## config.mk

```make
export PLATFORM = sky130hd
export DESIGN_NAME = conditional_branch_unit
export DESIGN_NICKNAME = d
export VERILOG_FILES = /design/src/include/branch_unit_pkg.sv /design/src/conditional_branch_unit.sv
export SDC_FILE = /design/constraint.sdc
export NUM_CORES = 1
export LEC_CHECK = 0
export BUFFER_PORTS_ARGS = -buffer_cell sky130_fd_sc_hd__buf_2
export CAP_MARGIN = 20
export CORE_UTILIZATION = 44
export CTS_CLUSTER_DIAMETER = 80
export CTS_CLUSTER_SIZE = 8
export DETAILED_ROUTE_END_ITERATION = 10
export PLACE_DENSITY = 0.75
export SYNTH_ARGS = -nofsm -noshare
export SYNTH_HDL_FRONTEND = slang
export SYNTH_SLANG_ARGS = --single-unit
```

## constraint.sdc

```tcl
create_clock -name clk -period 10.1 [get_ports clk]
set_clock_uncertainty 0.1 [all_clocks]
set_input_delay 2.02 -clock clk [delete_from_list [all_inputs] [get_ports clk]]
set_output_delay 2.02 -clock clk [all_outputs]
set_load 0.1 [all_outputs]
```

## src/include/branch_unit_pkg.sv

```systemverilog
// Function
// - Repeat flag on loads target, else next
// - Sign digit equals comparison digit then branch
// - Variation zero branches only on high
// - Variation one branches only on low
// - Variations other than one mean high
// - Variation zero branches only on equal
// - Variation one branches on high or low
// - Variations other than one mean equal
// - Branches never alter comparison or repeat flags
// - No comparison result: alarm, advance, clear operand
// - Field digits match alternating basis digits, branch
// - Extension field branch mirrors accumulator field branch
// - Position picks low digit, length counts digits
// - Residual length after compare flags field overflow
// - Overflow still loads target or next address
// - Registers unchanged, operand address always cleared
// - Odd sign digit selects index modification
// - Field branch timing 90 fetch, 75/95 execute
package branch_unit_pkg;

  // ****************************************************************
  // Word and instruction layout
  // ****************************************************************
  localparam int WORD_W   = 44;             // Sign plus ten digits
  localparam int ADDR_W   = 16;             // Four decimal digits
  localparam int CNT_W    = 17;             // Timing counter width
  localparam logic [3:0] LAST_POS = 4'hA;   // Rightmost digit position
  localparam logic [3:0] FULL_LEN = 4'hA;   // Length digit zero means ten

  typedef logic [WORD_W-1:0] word_t;        // Sign digit in top nibble

  typedef struct packed {
    logic [3:0]        sign_digit;          // Odd: index modification
    logic [3:0]        pos_digit;           // Field position
    logic [3:0]        len_digit;           // Field length
    logic [3:0]        basis_hi;            // High digit of basis
    logic [3:0]        basis_lo;            // Low digit, variation, n
    logic [7:0]        opcode;              // Two decimal digits
    logic [ADDR_W-1:0] address;             // Target address field
  } instr_t;

  typedef struct packed {
    logic [ADDR_W-1:0] next_pc;             // Value for program counter
    logic              taken;               // Branch occurred
    logic              alarm_no_compare;    // No comparison result
    logic              alarm_field_overflow;// Field overflow
  } branch_result_t;

  // ****************************************************************
  // Operation codes and comparison flag codes
  // ****************************************************************
  localparam logic [7:0] OP_REPEAT  = 8'h32;
  localparam logic [7:0] OP_SIGN    = 8'h33;
  localparam logic [7:0] OP_HIGHLOW = 8'h34;
  localparam logic [7:0] OP_EQUAL   = 8'h35;
  localparam logic [7:0] OP_FIELD_A = 8'h36;
  localparam logic [7:0] OP_FIELD_R = 8'h37;
  localparam logic [3:0] VAR_ONE    = 4'h1;

  localparam logic [1:0] CMP_NONE  = 2'h0;
  localparam logic [1:0] CMP_HIGH  = 2'h1;
  localparam logic [1:0] CMP_LOW   = 2'h2;
  localparam logic [1:0] CMP_EQUAL = 2'h3;

  // ****************************************************************
  // Timing
  // ****************************************************************
  localparam int CLK_MHZ      = 250;
  localparam int FETCH_US     = 90;
  localparam int EXEC_NOBR_US = 75;
  localparam int EXEC_BR_US   = 95;
  localparam int FETCH_CYC     = FETCH_US * CLK_MHZ;
  localparam int EXEC_NOBR_CYC = EXEC_NOBR_US * CLK_MHZ;
  localparam int EXEC_BR_CYC   = EXEC_BR_US * CLK_MHZ;

  // ****************************************************************
  // Register map
  // ****************************************************************
  localparam int APB_AW = 8;
  localparam logic [7:0] OFS_CTRL   = 8'h00;
  localparam logic [7:0] OFS_STATUS = 8'h04;
  localparam logic [7:0] OFS_IRQ_ST = 8'h08;
  localparam logic [7:0] OFS_IRQ_MK = 8'h0C;
  localparam logic [7:0] OFS_LASTPC = 8'h10;
  localparam int CTRL_ENABLE_BIT = 0;
  localparam int ST_BUSY_BIT     = 0;
  localparam int ST_TAKEN_BIT    = 1;
  localparam int IRQ_W           = 3;
  localparam int IRQ_DONE_BIT    = 0;
  localparam int IRQ_NOCMP_BIT   = 1;
  localparam int IRQ_OVF_BIT     = 2;
  localparam logic CTRL_RESET    = 1'b1;

endpackage

```

## src/conditional_branch_unit.sv

```systemverilog
// The APB register port and the register offsets were left to the implementer.
`timescale 1ns/1ns
module conditional_branch_unit #(
  parameter int FETCH_CYCLES     = branch_unit_pkg::FETCH_CYC,
  parameter int EXEC_NOBR_CYCLES = branch_unit_pkg::EXEC_NOBR_CYC,
  parameter int EXEC_BR_CYCLES   = branch_unit_pkg::EXEC_BR_CYC
) (
  // Clock and reset
  input  wire logic                           clk,
  input  wire logic                           rst,
  // APB slave
  input  wire logic                           psel,
  input  wire logic                           penable,
  input  wire logic                           pwrite,
  input  wire logic [branch_unit_pkg::APB_AW-1:0] paddr,
  input  wire logic [31:0]                    pwdata,
  output logic      [31:0]                    prdata,
  output logic                                pready,
  output logic                                pslverr,
  // Fetch sequencer request
  input  wire logic                           exec_start,
  input  wire branch_unit_pkg::instr_t        instruction_reg,
  // Machine state
  input  wire branch_unit_pkg::word_t         accumulator_reg,
  input  wire branch_unit_pkg::word_t         extension_reg,
  input  wire logic [branch_unit_pkg::ADDR_W-1:0] index_reg,
  input  wire logic [branch_unit_pkg::ADDR_W-1:0] program_counter,
  input  wire logic                           repeat_flag,
  input  wire logic [1:0]                     compare_flag,
  // Results to the sequencer
  output logic                                exec_busy,
  output logic                                exec_done,
  output logic                                clear_operand_addr,
  output branch_unit_pkg::branch_result_t     result,
  // Interrupt
  output logic                                irq
);
  import branch_unit_pkg::*;

  // ****************************************************************
  // Helper functions
  // ****************************************************************

  // Four-digit decimal add, carry out of the top digit dropped
  function automatic logic [ADDR_W-1:0] bcd_add4(
    input logic [ADDR_W-1:0] a,
    input logic [ADDR_W-1:0] b
  );
    logic [4:0] s;
    logic       c;
    s = 5'h00;
    c = 1'b0;
    bcd_add4 = '0;
    for (int i = 0; i < 4; i++) begin
      s = {1'b0, a[i*4 +: 4]} + {1'b0, b[i*4 +: 4]} + {4'h0, c};
      if (s > 5'h09) begin
        s = s + 5'h06;
        c = 1'b1;
      end else begin
        c = 1'b0;
      end
      bcd_add4[i*4 +: 4] = s[3:0];
    end
  endfunction

  // Digit at a position, 0 is the sign, 10 the rightmost
  function automatic logic [3:0] word_digit(
    input word_t      w,
    input logic [3:0] pos
  );
    logic [5:0] idx;
    idx = 6'(7'h28 - {1'b0, pos, 2'b00});
    word_digit = w[idx +: 4];
  endfunction

  // ****************************************************************
  // State machine and working registers
  // ****************************************************************
  typedef enum logic [3:0] {
    S_IDLE  = 4'b0001,                      // Waiting for a request
    S_FIELD = 4'b0010,                      // Digit-serial compare
    S_TIME  = 4'b0100,                      // Instruction timing
    S_DONE  = 4'b1000                       // Answer to sequencer
  } state_t;

  state_t             state_reg;            // Current state
  logic               enable_reg;           // Software run enable
  logic [IRQ_W-1:0]   irq_status_reg;       // Sticky events
  logic [IRQ_W-1:0]   irq_mask_reg;         // Interrupt mask
  logic [ADDR_W-1:0]  target_reg;           // Modified address
  logic [ADDR_W-1:0]  seq_reg;              // Next sequential address
  word_t              operand_reg;          // Selected field source
  logic [3:0]         pos_reg;              // Digit being compared
  logic [3:0]         len_reg;              // Remaining length
  logic               pos_out_reg;          // Sign digit passed
  logic               odd_reg;              // Use high basis digit
  logic               miss_reg;             // Some digit differed
  logic [3:0]         basis_lo_reg;         // Basis low digit
  logic [3:0]         basis_hi_reg;         // Basis high digit
  logic               taken_reg;            // Branch decision
  logic               nocmp_reg;            // No comparison alarm
  logic               ovf_reg;              // Field overflow alarm
  logic [CNT_W-1:0]   cnt_reg;              // Cycles since request
  logic [CNT_W-1:0]   total_cyc;            // Fetch plus execute
  logic               take_req;             // Request accepted
  logic [ADDR_W-1:0]  target_next;          // Address for this request
  logic               quick_taken;          // Decision of flag branches
  logic               quick_nocmp;          // Flag branch alarm
  logic               is_field;             // Field branch requested
  logic               digit_eq;             // Current digit matches
  logic               field_end;            // Field walk complete
  logic               done_evt;             // Answer cycle
  logic               apb_wr;               // Write access phase
  logic               apb_setup;            // Setup phase

  assign take_req = exec_start && enable_reg && (state_reg == S_IDLE);
  assign is_field = (instruction_reg.opcode == OP_FIELD_A) ||
                    (instruction_reg.opcode == OP_FIELD_R);
  assign done_evt = (state_reg == S_DONE);

  // ****************************************************************
  // Address forming
  // ****************************************************************

  always_comb begin
    if (instruction_reg.sign_digit[0]) begin
      target_next = bcd_add4(instruction_reg.address, index_reg);
    end else begin
      target_next = instruction_reg.address;
    end
  end

  // ****************************************************************
  // Decision for the flag branches
  // ****************************************************************

  // Flags are only read here, never written back
  // flags left untouched
  always_comb begin
    quick_taken = 1'b0;
    quick_nocmp = 1'b0;
    unique case (instruction_reg.opcode)
      OP_REPEAT: quick_taken = repeat_flag;
      OP_SIGN: quick_taken = (word_digit(accumulator_reg, 4'h0) ==
                              instruction_reg.basis_lo);
      OP_HIGHLOW: begin
        if (compare_flag == CMP_NONE) begin
          quick_nocmp = 1'b1;
        end else if (instruction_reg.basis_lo == VAR_ONE) begin
          quick_taken = (compare_flag == CMP_LOW);
        end else begin
          quick_taken = (compare_flag == CMP_HIGH);
        end
      end
      OP_EQUAL: begin
        if (compare_flag == CMP_NONE) begin
          quick_nocmp = 1'b1;
        end else if (instruction_reg.basis_lo == VAR_ONE) begin
          quick_taken = (compare_flag != CMP_EQUAL);
        end else begin
          quick_taken = (compare_flag == CMP_EQUAL);
        end
      end
      // Field codes decide elsewhere, foreign codes never branch
      default: quick_taken = 1'b0;
    endcase
  end

  // ****************************************************************
  // Field compare datapath
  // ****************************************************************

  assign digit_eq = (word_digit(operand_reg, pos_reg) ==
                     (odd_reg ? basis_hi_reg : basis_lo_reg));
  assign field_end = (len_reg == 4'h0) || pos_out_reg;

  // Request capture and field walk
  always_ff @(posedge clk) begin
    if (rst) begin
      target_reg   <= '0;
      seq_reg      <= '0;
      operand_reg  <= '0;
      pos_reg      <= 4'h0;
      len_reg      <= 4'h0;
      pos_out_reg  <= 1'b0;
      odd_reg      <= 1'b0;
      miss_reg     <= 1'b0;
      basis_lo_reg <= 4'h0;
      basis_hi_reg <= 4'h0;
    end else if (take_req) begin
      target_reg   <= target_next;
      seq_reg      <= bcd_add4(program_counter, 16'h0001);
      operand_reg  <= (instruction_reg.opcode == OP_FIELD_R) ?
                      extension_reg : accumulator_reg;
      pos_reg      <= (instruction_reg.pos_digit == 4'h0) ?
                      LAST_POS : instruction_reg.pos_digit;
      len_reg      <= (instruction_reg.len_digit == 4'h0) ?
                      FULL_LEN : instruction_reg.len_digit;
      pos_out_reg  <= 1'b0;
      odd_reg      <= 1'b0;
      miss_reg     <= 1'b0;
      basis_lo_reg <= instruction_reg.basis_lo;
      basis_hi_reg <= instruction_reg.basis_hi;
    end else if (state_reg == S_FIELD && !field_end) begin
      // One digit per cycle, moving toward the sign
      if (!digit_eq) begin
        miss_reg <= 1'b1;
      end
      len_reg <= len_reg - 4'h1;
      odd_reg <= ~odd_reg;
      if (pos_reg == 4'h0) begin
        pos_out_reg <= 1'b1;
      end else begin
        pos_reg <= pos_reg - 4'h1;
      end
    end
  end

  // ****************************************************************
  // Decision and alarm registers
  // ****************************************************************
  always_ff @(posedge clk) begin
    if (rst) begin
      taken_reg <= 1'b0;
      nocmp_reg <= 1'b0;
      ovf_reg   <= 1'b0;
    end else if (take_req) begin
      taken_reg <= quick_taken;
      nocmp_reg <= quick_nocmp;
      ovf_reg   <= 1'b0;
    end else if (state_reg == S_FIELD && field_end) begin
      taken_reg <= !miss_reg;
      ovf_reg   <= (len_reg != 4'h0);
    end
  end

  // ****************************************************************
  // Sequencing and timing
  // ****************************************************************

  assign total_cyc = taken_reg ?
                     CNT_W'(FETCH_CYCLES + EXEC_BR_CYCLES - 1) :
                     CNT_W'(FETCH_CYCLES + EXEC_NOBR_CYCLES - 1);

  // Cycle counter, restarted on each request
  always_ff @(posedge clk) begin
    if (rst) begin
      cnt_reg <= '0;
    end else if (take_req) begin
      cnt_reg <= CNT_W'(1);
    end else if (state_reg != S_IDLE && cnt_reg != total_cyc) begin
      cnt_reg <= cnt_reg + CNT_W'(1);
    end
  end

  // Main state machine
  always_ff @(posedge clk) begin
    if (rst) begin
      state_reg <= S_IDLE;
    end else begin
      unique case (state_reg)
        S_IDLE: begin
          if (take_req) begin
            state_reg <= is_field ? S_FIELD : S_TIME;
          end
        end
        S_FIELD: begin
          if (field_end) begin
            state_reg <= S_TIME;
          end
        end
        S_TIME: begin
          if (cnt_reg >= total_cyc) begin
            state_reg <= S_DONE;
          end
        end
        S_DONE: state_reg <= S_IDLE;
        default: state_reg <= S_IDLE;
      endcase
    end
  end

  // ****************************************************************
  // Results to the sequencer
  // ****************************************************************

  // Result and done strobes
  always_ff @(posedge clk) begin
    if (rst) begin
      result             <= '0;
      exec_done          <= 1'b0;
      clear_operand_addr <= 1'b0;
    end else begin
      exec_done          <= (state_reg == S_TIME) &&
                            (cnt_reg >= total_cyc);
      clear_operand_addr <= (state_reg == S_TIME) &&
                            (cnt_reg >= total_cyc);
      if (state_reg == S_TIME && cnt_reg >= total_cyc) begin
        result.next_pc <= (taken_reg && !nocmp_reg) ?
                          target_reg : seq_reg;
        result.taken                <= taken_reg && !nocmp_reg;
        result.alarm_no_compare     <= nocmp_reg;
        result.alarm_field_overflow <= ovf_reg;
      end
    end
  end

  assign exec_busy = (state_reg != S_IDLE);

  // ****************************************************************
  // APB slave
  // ****************************************************************
  assign apb_wr    = psel && penable && pwrite;
  assign apb_setup = psel && !penable;
  assign pready    = 1'b1;

  // Control register
  always_ff @(posedge clk) begin
    if (rst) begin
      enable_reg <= CTRL_RESET;
    end else if (apb_wr && paddr == OFS_CTRL) begin
      enable_reg <= pwdata[CTRL_ENABLE_BIT];
    end
  end

  // Interrupt mask register
  always_ff @(posedge clk) begin
    if (rst) begin
      irq_mask_reg <= '0;
    end else if (apb_wr && paddr == OFS_IRQ_MK) begin
      irq_mask_reg <= pwdata[IRQ_W-1:0];
    end
  end

  // Sticky status, a new event wins over a clear
  always_ff @(posedge clk) begin
    if (rst) begin
      irq_status_reg <= '0;
    end else begin
      for (int i = 0; i < IRQ_W; i++) begin
        if (done_evt && (i == IRQ_DONE_BIT ||
            (i == IRQ_NOCMP_BIT && result.alarm_no_compare) ||
            (i == IRQ_OVF_BIT && result.alarm_field_overflow))) begin
          irq_status_reg[i] <= 1'b1;
        end else if (apb_wr && paddr == OFS_IRQ_ST && pwdata[i]) begin
          irq_status_reg[i] <= 1'b0;
        end
      end
    end
  end

  assign irq = |(irq_status_reg & irq_mask_reg);

  // Read data captured in the setup phase
  always_ff @(posedge clk) begin
    if (rst) begin
      prdata  <= '0;
      pslverr <= 1'b0;
    end else if (apb_setup) begin
      pslverr <= 1'b0;
      prdata  <= '0;
      unique case (paddr)
        OFS_CTRL:   prdata[CTRL_ENABLE_BIT] <= enable_reg;
        OFS_STATUS: begin
          prdata[ST_BUSY_BIT]  <= exec_busy;
          prdata[ST_TAKEN_BIT] <= result.taken;
        end
        OFS_IRQ_ST: prdata[IRQ_W-1:0] <= irq_status_reg;
        OFS_IRQ_MK: prdata[IRQ_W-1:0] <= irq_mask_reg;
        OFS_LASTPC: prdata[ADDR_W-1:0] <= result.next_pc;
        // Unmapped address answers with an error
        default:    pslverr <= 1'b1;
      endcase
    end
  end

endmodule // conditional_branch_unit

```

# Word-level counts from Yosys, hierarchy flattened
# Cells that the tools add are included.
# classes
addsub	23
multipliers	0
div	0
magnitude_cmp	9
n_eq_ne	27
shift	1
muxes	62
n_bitwise	3
reduce_logical	45
# ops
cell	count
$mux 4	19
$eq 8x6->1 const B	6
$mux 44	1
$shiftx 44x7->4	1
$gt 5x4->1 const B	8
$add 4x3->4 const B	8
$mux 1	32
$mux 16	2
$mux 13	2
$add 4x4->5	4
$logic_and 1x1->1	18
$add 17x1->17 const B	1
$ge 17x16->1	1
$ne 17x16->1	1
$eq 8x4->1 const B	2
$logic_not 4->1	4
$add 4x1->5	3
$add 5x1->5	3
$pmux 4 s3	1
$reduce_bool 2->1	6
$ne 2x2->1 const B	5
$eq 4x1->1 const B	2
$eq 4x4->1	2
$eq 8x3->1 const B	1
26 further kinds	37
# word_totals
register_bits	163
latchBits	0
mem_bits_rw	0
mem_bits_ro	0
mem_count	0

# Depth between registers and ports, before layout
# Gate-level depths: netlist of the first run.
# depth
ltp_word	18
ltp_mapped	34

# Least setup slack after synthesis of the first run
# OpenSTA, ideal clock, no wires.
# synth_path
kind	input to register
startpoint	in instruction_reg[0] (netlist name)
endpoint	reg target_reg[15]
t_arrival_ns	8.526
setup_slack_ns	1.404
cell_stages	29
path_cell_list	ha_1 -> inv_1 -> fa_1 -> xor2_1 -> ha_1 -> a21oi_1 -> a21oi_1 -> fa_1 -> inv_1 -> fa_1 -> xnor2_1 -> ha_1 -> a21boi_0 -> o41a_1 -> fa_1 -> inv_1 -> fa_1 -> inv_1 -> ha_1 -> a21boi_0 -> o41a_1 -> fa_1 -> inv_1 -> fa_1 -> nor3b_1 -> a21oi_1 -> or3_1 -> a311o_1 -> a21oi_1
# synth_via
elab_chain_len	16
elab_cells_between_ends	17
# synth_rtl
item	line	text
start: declaration	conditional_branch_unit.sv:22	input wire branch_unit_pkg::instr_t instruction_reg,
$add 4x4->5 (*)	conditional_branch_unit.sv:55	s = {1'b0, a[i*4 +: 4]} + {1'b0, b[i*4 +: 4]} + {4'h0, c};
$gt 5x4->1 (*)	conditional_branch_unit.sv:56	if (s > 5'h09) begin
$mux 1 (*)	conditional_branch_unit.sv:56	
$mux 1 (*)	conditional_branch_unit.sv:126	if (instruction_reg.sign_digit[0]) begin
$add 5x1->5 (*)	conditional_branch_unit.sv:55	
$gt 5x4->1 (*)	conditional_branch_unit.sv:56	
$mux 1 (*)	conditional_branch_unit.sv:56	
$mux 1 (*)	conditional_branch_unit.sv:126	
$add 5x1->5 (*)	conditional_branch_unit.sv:55	
$gt 5x4->1 (*)	conditional_branch_unit.sv:56	
$mux 1 (*)	conditional_branch_unit.sv:56	
$mux 1 (*)	conditional_branch_unit.sv:126	
$add 5x1->5 (*)	conditional_branch_unit.sv:55	
$add 4x3->4 or $gt 5x4->1 (tied branches)	conditional_branch_unit.sv:57, conditional_branch_unit.sv:56	
$mux 4 (*)	conditional_branch_unit.sv:56	
$mux 16 (*)	conditional_branch_unit.sv:126	
end signal: assignment	conditional_branch_unit.sv:191	target_reg <= target_next;
end: declaration	conditional_branch_unit.sv:90	logic [ADDR_W-1:0] target_reg;
# Every way passes the cells marked *; elsewhere a longest branch is shown, timed or not. The select of a mux whose other input is x is not followed.
# A chain may end at the register's enable or synchronous reset.

# Final worst setup path of the first run
# Ends and elaborated chain as after synthesis.

==> results of run 1 <==
==> report_power, final <==
part | switching, mW | internal (mW) | leakage, nW
Combinational | 0.287 | 0.193 | 3.10
Clock | 0.300 | 0.356 | 0.298
Sequential | 0.0377 | 0.698 | 1.33
==> cell families after synthesis <==
family,count (synthesis)
other,2
AND/OR/NAND/NOR,349
AO/OA/AOI/OAI,249
adder cells (fa/ha/maj),52
XOR/XNOR,47
buffers and inverters,130
flip-flops,163
multiplexers,103
==> per-layer routing <==
metal / up-vias / wire length [um] / GRT usage
li1: 4246 / - / -
met1: 3858 / 11000 / 0.283
met2: 266 / 10900 / 0.347
met3: 29 / 1270 / 0.0349
met4: 0 / 403 / 0.0755
met5: - / 0 / 0
==> synth_stat cells (5+ instances only) <==
cell and instances:
buf_6 6, nand2_1 94, nand2b_1 6, xor2_1 23, fa_1 7, o31ai_1 5, clkbuf_1 36, mux2i_1 94
nor2b_1 9, a21boi_0 5, nor3b_1 9, nor2_1 130, nor4b_1 6, o211ai_1 6, mux4_2 8, a21o_1 7
ha_1 45, and3_1 8, inv_1 47, xnor2_1 24, a211oi_1 77, nor3_1 21, a21oi_1 76, buf_4 23
dfxtp_1 163, a22oi_1 7, nand4_1 5, o21ai_0 25, or3_1 5, buf_2 16, nand3_1 27, a31oi_1 5
==> critical path, delay by kind of cell <==
kind	cells	cell delay, ns
xor+xnor	4	1.19
simple gates	2	0.64
buf+inv	5	0.31
compound gates	9	1.89
fa+ha+maj	11	3.24
==> through the flow <==
stage	setup slack (ns)	utilization	instance area (sq um)	total power, mW	instances
2_1_floorplan	1.40	-	9580	1.11	1110
3_5_place_dp	0.648	0.505	10700	1.23	1534
3_3_place_gp	0.918	0.505	10700	1.21	1534
5_1_grt	0.417	0.534	11300	1.98	1567
6_report	1.03	0.534	11300	1.87	1567
4_1_cts	1.07	0.534	11300	1.89	1566
==> path summary, 6_finish.rpt <==
kind | to | depth (start not counted) | slack, ns | from
worst max-delay path | target_reg[15] | 31 | 1.03 | instruction_reg[0]
worst min-delay path | seq_reg[13] | 2 | 0.35 | seq_reg[13]
worst max register to register | nocmp_reg | 8 | 6.63 | state_reg[0]
worst min register to register | seq_reg[13] | 2 | 0.35 | seq_reg[13]
==> final cells by class <==
class                           instances  area, sq um
Sequential cell                       163         3260
Tap cell                              275          344
Timing Repair Buffer                  231         1180
Clock buffer                           17          425
Multi-Input combinational cell        817         5690
Inverter                               49          184
Fill cell                            1971         9820
Clock inverter                         15          180
==> results.cfg, run 1 <==
[placement]
place_congestion = 0.889
hpwl_um = 17600
port-buffer-count = 220

[power_and_ir_drop]
p_leak_nw = 4.73
peakVddDrop_mv = 0.0852
p_per_area_mw_per_mm2 = 166

[floorplanning]
initial_core_util = 0.452
chipWidth_um = 149
fp-row-count = 53
die_area_sq_mm = 0.0222
core_sq_mm = 0.0211
die_h_um = 149
pin_count = 270

[cells_and_area]
syn2layout_area_growth_pct = 18.3
layout_common_cells = 220 x buf_2, 163 x dfxtp_1, 130 x nor2_1
final_common_cell = buf_2
largest_reg_flops = 44
nets = 1544
drive_gt1_frac = 0.231
antenna_cells = 0

[clocking]
clock_latency_ns = 0.42
postCtsSetupBuffers = 0
clkTransAtPathRegs_ns = 0.07
cts-resized-gates = 0
htree_num_levels = 4
clock-sinks = 163
ctsHoldBuffers = 0
cts_buffer_depth = 2
cts_tree = done
cts-buffers-inserted = 17
cts-root-buf = clkbuf_16

[flow_run]
drv_cap = 0

[route]
drt-initial-drc-count = 488
wl_per_cell_um = 15.1
ant_nets = 0
vias_per_cell = 5.36
num_vias = 8399
drc = 0
wl_um = 23600
firstDrtPassIters = 6

[timing]
maxSlewHeadroom = 0.472
fin_setup_tns_ns = 0
finalCritPeriodShare = 0.898
rsz0062_at_grt = no
finalHoldViolations = 0
slew_violations = 0
timing.fmax_mhz = 110
worst_slew_pin_slew_ns = 0.785
final-setup-viol-count = 0
hold_ws_ns = 0.350
fin_crit_ns = 9.07

[synthesis]
yosys-top-cells-area = dfxtp_1 34%, mux2i_1 9.9%, a211oi_1 6.1%, ha_1 5.9%, nor2_1 5.1%
synth_top_area_frac = 0.343
syn_area_sq_mm = 0.00952
ys_ff_latch = 163
ys_seq_area_frac = 0.343
synth_mux_area_frac = 0.119
ys_async_sr_fraction = 0
synthXorXnorAreaFrac = 0.0432
yosys_warnings = 0
synth_top_family_by_area = compound AO/OA/AOI/OAI gates
synthAdderAreaFrac = 0.0738
syn_inst = 1095
yosys.area.top_type = dfxtp_1
synth_compound_area_frac = 0.178
synth_edf_count = 0
syn_area_per_cell_sq_um = 8.70
ys_types = 68
synthFlopType = dfxtp_1
synth-simple-area-share = 0.176

[global_routing]
grt_start_max_net_pins = 69
grt_pass1_vias = 7704
grt-ovfl-total = 0
antenna_found_initial = 0
grt_pass1_wl_um = 37500
grt_usage = 0.213

[worst_setup_path]
slowest_delay_ns = 0.40
cp_max_fo = 4
worst-setup-path-type = in2reg
cp-end-kind = flop
worst-endpoint-required_ns = 10.34
cp-start-kind = primary input
critPathMostFrequentCell = fa_1
slowest_stage = fa_1
worstPathArrival_ns = 9.31

[status]
outcome = complete, no violations

[worst_hold_path]
hp-class = reg2reg
Power figures use the tool's default switching activity.
==> run 2: changes to the inputs <==
--- a/config.mk
+++ b/config.mk
@@ -12,6 +12,7 @@
 export CTS_CLUSTER_SIZE = 8
 export DETAILED_ROUTE_END_ITERATION = 10
 export PLACE_DENSITY = 0.75
+export RECOVER_POWER = 100
 export SYNTH_ARGS = -nofsm -noshare
 export SYNTH_HDL_FRONTEND = slang
 export SYNTH_SLANG_ARGS = --single-unit
==> results.cfg, run 2 (synthesis results as in run 1) <==
[status]
outcome = finished, violations left
violations = capacitance limit, slew limit

[clocking]
cts_tree = done
postCtsSetupBuffers = 0
clock_latency_ns = 0.42
clkTransAtPathRegs_ns = 0.07
cts-buffers-inserted = 17
htree_num_levels = 4
ctsHoldBuffers = 0
clock-sinks = 163
cts-root-buf = clkbuf_16
cts-resized-gates = 0
cts_buffer_depth = 2

[worst_setup_path]
cp_max_fo = 4
rr_endpoint = len_reg[1]
worst-setup-path-type = in2reg
r2r_cells = 7
cp-start-kind = primary input
slowest_stage = fa_1
worst-endpoint-required_ns = 10.31
slowest_delay_ns = 0.40
worstPathArrival_ns = 9.30
critPathMostFrequentCell = fa_1
r2r_slack_ns = 3.26
cp-end-kind = flop
rr_startpoint = state_reg[0]

[global_routing]
grt_usage = 0.213
grt-ovfl-total = 0
antenna_found_initial = 0
grt_pass1_vias = 7704
grt_pass1_wl_um = 37500
grt_start_max_net_pins = 69

[floorplanning]
chipWidth_um = 149
pin_count = 270
die_h_um = 149
initial_core_util = 0.452
fp-row-count = 53
die_area_sq_mm = 0.0222
core_sq_mm = 0.0211

[power_and_ir_drop]
peakVddDrop_mv = 0.0844
total_power_mw = 1.87
p_int_mw = 1.25
combPwrFrac = 0.257
seqPwrFrac = 0.393
p_leak_nw = 4.52
p_sw_mw = 0.624
p_clk_frac = 0.350
p_per_area_mw_per_mm2 = 168
switching_share = 0.333

[route]
wl_um = 23600
drt-initial-drc-count = 511
num_vias = 8367
drc = 0
ant_nets = 0
firstDrtPassIters = 5
vias_per_cell = 5.34
wl_per_cell_um = 15.1

[timing]
rsz0062_at_grt = no
fin_crit_ns = 9.09
finalCritPeriodShare = 0.900
finalHoldViolations = 0
slew_violations = 306
hold_ws_ns = 0.352
fin_setup_tns_ns = 0
final-setup-viol-count = 0
timing.fmax_mhz = 110
maxSlewHeadroom = -1.09
postLayoutSetupSlackWorst_ns = 1.01
worst_slew_pin_slew_ns = 3.13

[cells_and_area]
drive_gt1_frac = 0.193
layout_common_cells = 179 x buf_2, 163 x dfxtp_1, 130 x nor2_1
nets = 1544
syn2layout_area_growth_pct = 17.4
num-fill-cells = 2007
antenna_cells = 0
largest_reg_flops = 44
final_common_cell = buf_2

[worst_hold_path]
hold_end = seq_reg[13]
hp-class = reg2reg
min_path_cells = 2
hp-start = seq_reg[13]

[placement]
port-buffer-count = 220
place_congestion = 0.889
hpwl_um = 17600
pre_cts_ws_ns = 0.648

[flow_run]
drv_cap = 5
-- run 2: cell count changes in the layout (fill, tap and decap cells not counted), sizes merged --
cell / before / now
clkbuf: 17 / 63
buf: 231 / 185
-- run 2: area by class of cell --
type	instances	area (sq um)	area share
multi-input combinational	817	5670	0.507
sequential	163	3260	0.292
timing repair buffer	231	1110	0.0996
clock buffer	17	425	0.0381
tap	275	344	0.0308
inverter	49	184	0.0165
clock inverter	15	180	0.0161
-- run 2: metal layers --
metal / vias to the layer above / track usage / wire length [um]
li1: 4248 / - / -
met1: 3837 / 0.283 / 11100
met2: 251 / 0.347 / 10900
met3: 31 / 0.0349 / 1190
met4: 0 / 0.0755 / 428
met5: - / 0 / 0
-- run 2: critical path: cells and delay by family --
kind | cells | cell delay, ns
fa+ha+maj | 11 | 3.23
compound gates | 9 | 1.90
xor+xnor | 4 | 1.18
simple gates | 2 | 0.64
buf+inv | 5 | 0.31
-- run 2: power groups by stage --
stage | logic, mW | clock network (mW) | registers [mW]
final | 0.482 | 0.656 | 0.736
after global routing | 0.539 | 0.699 | 0.743
after CTS | 0.482 | 0.668 | 0.736
after detailed placement | 0.480 | 0 | 0.750
after global placement | 0.466 | 0 | 0.748
after floorplan | 0.367 | 0 | 0.742
-- run 2: worst max path at each step --
stage	from	end	slack, ns
finish	instruction_reg[0]	target_reg[15]	1.01
detailed placement	instruction_reg[0]	target_reg[15]	0.65
floorplan	instruction_reg[0]	target_reg[15]	1.40
CTS	instruction_reg[0]	target_reg[15]	1.07
global placement	instruction_reg[0]	target_reg[15]	0.92
global route	instruction_reg[0]	target_reg[14]	0.38
-- run 2: metrics by stage --
stage,cell area (sq um),cells,util
2_1_floorplan,9580,1110,-
4_1_cts,11300,1566,0.534
3_5_place_dp,10700,1534,0.505
3_3_place_gp,10700,1534,0.505
6_report,11200,1567,0.530
5_1_grt,11200,1567,0.530
==> run 3: changes to the inputs <==
--- a/config.mk
+++ b/config.mk
@@ -5,6 +5,7 @@
 export SDC_FILE = /design/constraint.sdc
 export NUM_CORES = 1
 export LEC_CHECK = 0
+export ABC_AREA = 1
 export BUFFER_PORTS_ARGS = -buffer_cell sky130_fd_sc_hd__buf_2
 export CAP_MARGIN = 20
 export CORE_UTILIZATION = 44
@@ -12,7 +13,7 @@
 export CTS_CLUSTER_SIZE = 8
 export DETAILED_ROUTE_END_ITERATION = 10
 export PLACE_DENSITY = 0.75
-export RECOVER_POWER = 100
+export RECOVER_POWER = 50
 export SYNTH_ARGS = -nofsm -noshare
 export SYNTH_HDL_FRONTEND = slang
 export SYNTH_SLANG_ARGS = --single-unit
==> results.cfg, run 3 <==
[cells_and_area]
fin_area_sq_mm = 0.0112
syn2layout_area_growth_pct = 16.8
nets = 1825
largest_reg_flops = 44
final_common_cell = nand2_1
layout_common_cells = 275 x nand2_1, 179 x buf_2, 163 x dfxtp_1
num-fill-cells = 2098
drive_gt1_frac = 0.174

[clocking]
cts-root-buf = clkbuf_16
htree_num_levels = 4
cts_buffer_depth = 2
clock_latency_ns = 0.43
postCtsSetupBuffers = 0
cts_tree = done
ctsHoldBuffers = 0
cts-buffers-inserted = 17
clkTransAtPathRegs_ns = 0.07
cts-resized-gates = 0
clock-sinks = 163

[worst_setup_path]
r2r_slack_ns = 5.27
cp-end-kind = flop
worst-endpoint-required_ns = 10.23
critPathMostFrequentCell = inv_1
slowest_delay_ns = 0.46
slowest_stage = fa_1
worstPathArrival_ns = 9.22
worst-setup-path-type = in2reg
cp_max_fo = 4
cp-start-kind = primary input

[flow_run]
drv_cap = 3

[timing]
timing.fmax_mhz = 110
hold_ws_ns = 0.355
finalHoldViolations = 0
worst_slew_pin_slew_ns = 2.38
fin_crit_ns = 9.09
fin_setup_tns_ns = 0
finalCritPeriodShare = 0.900
final-setup-viol-count = 0
rsz0062_at_grt = no
maxSlewHeadroom = -0.586
slew_violations = 122

[route]
ant_nets = 0
drt-initial-drc-count = 642
wl_um = 26100
vias_per_cell = 5.24
firstDrtPassIters = 5
wl_per_cell_um = 14.1
drc = 0
num_vias = 9694

[status]
violations = capacitance limit, slew limit
outcome = finished, violations left

[power_and_ir_drop]
p_per_area_mw_per_mm2 = 169
total_power_mw = 1.90
peakVddDrop_mv = 0.114
p_leak_nw = 4.97

[placement]
hpwl_um = 19000
place_congestion = 0.921
placed_cell_area_sq_mm = 0.0107
port-buffer-count = 220

[floorplanning]
chipWidth_um = 150
core_sq_mm = 0.0212
die_h_um = 150
pin_count = 270
fp-row-count = 53
die_area_sq_mm = 0.0225
initial_core_util = 0.454

[global_routing]
grt_usage = 0.234
antenna_found_initial = 3
grt-ovfl-total = 0
grt_pass1_vias = 9117
grt_start_max_net_pins = 62
grt_pass1_wl_um = 42200

[synthesis]
yosys-top-cells-area = dfxtp_1 34%, nand2_1 11%, o21ai_0 6.6%, ha_1 5.8%, inv_1 5.7%
synth.most_common_cell = nand2_1
yosys_warnings = 0
syn_area_per_cell_sq_um = 6.99
synthFlopType = dfxtp_1
syn_inst = 1378
ys_async_sr_fraction = 0
yosys.area.top_type = dfxtp_1
ys_seq_area_frac = 0.339
ys_ff_latch = 163
syn_area_sq_mm = 0.00963
synth_top_area_frac = 0.339
ys_types = 53
synth_commonest_cells = 275 x nand2_1, 163 x dfxtp_1, 147 x inv_1
synth_edf_count = 0

[worst_hold_path]
hp-class = reg2reg
## run 3: power by group
part	switching (mW)	internal [mW]
clock network	0.305	0.326
logic	0.373	0.175
registers	0.0274	0.695
## run 3: final cells by class
type,instances,area [sq um],share of cell area
Antenna cell,3,7.51,0.000668
Clock buffer,17,425,0.0378
Clock inverter,15,140,0.0125
Inverter,161,604,0.0537
Multi-Input combinational cell,991,5370,0.478
Sequential cell,163,3260,0.290
Tap cell,275,344,0.0306
Timing Repair Buffer,226,1090,0.0967
## run 3: worst paths after layout
check	end	start	cells past startpoint
max	target_reg[13]	instruction_reg[0]	51
min	seq_reg[15]	seq_reg[15]	2
max reg2reg	basis_hi_reg[1]	state_reg[3]	7
min reg2reg	seq_reg[15]	seq_reg[15]	2
## run 3: cells by family after synthesis
family	after synthesis	synth area share
buf+inv	239	0.108
compound gates	339	0.196
simple gates	549	0.253
other cells	2	0.000780
xor+xnor	33	0.0300
mux	1	0.00104
fa+ha+maj	52	0.0730
flops	163	0.339
## run 3: routing by layer
layer | wire length (um) | track usage | share of wire
met3 | 1510 | 0.0436 | 0.058
met2 | 12300 | 0.409 | 0.47
met1 | 11700 | 0.289 | 0.45
met4 | 542 | 0.0763 | 0.021
met5 | 0 | 0 | 0
## run 3: stage by stage
step | cells | util | worst slack [ns]
5_1_grt | 1851 | 0.530 | 0.303
3_3_place_gp | 1816 | 0.506 | 1.14
6_report | 1851 | 0.530 | 1.01
4_1_cts | 1848 | 0.533 | 1.11
2_1_floorplan | 1393 | - | 1.61
3_5_place_dp | 1816 | 0.506 | 0.741
## run 3: critical path: cells and delay by family
kind / cells / cell delay, ns
and+or+nand+nor: 17 / 1.51
AOI/OAI and AO/OA: 4 / 0.48
adders and majority gates: 12 / 3.48
xor gates and xnor gates: 1 / 0.34
buffers and inverters: 17 / 1.38
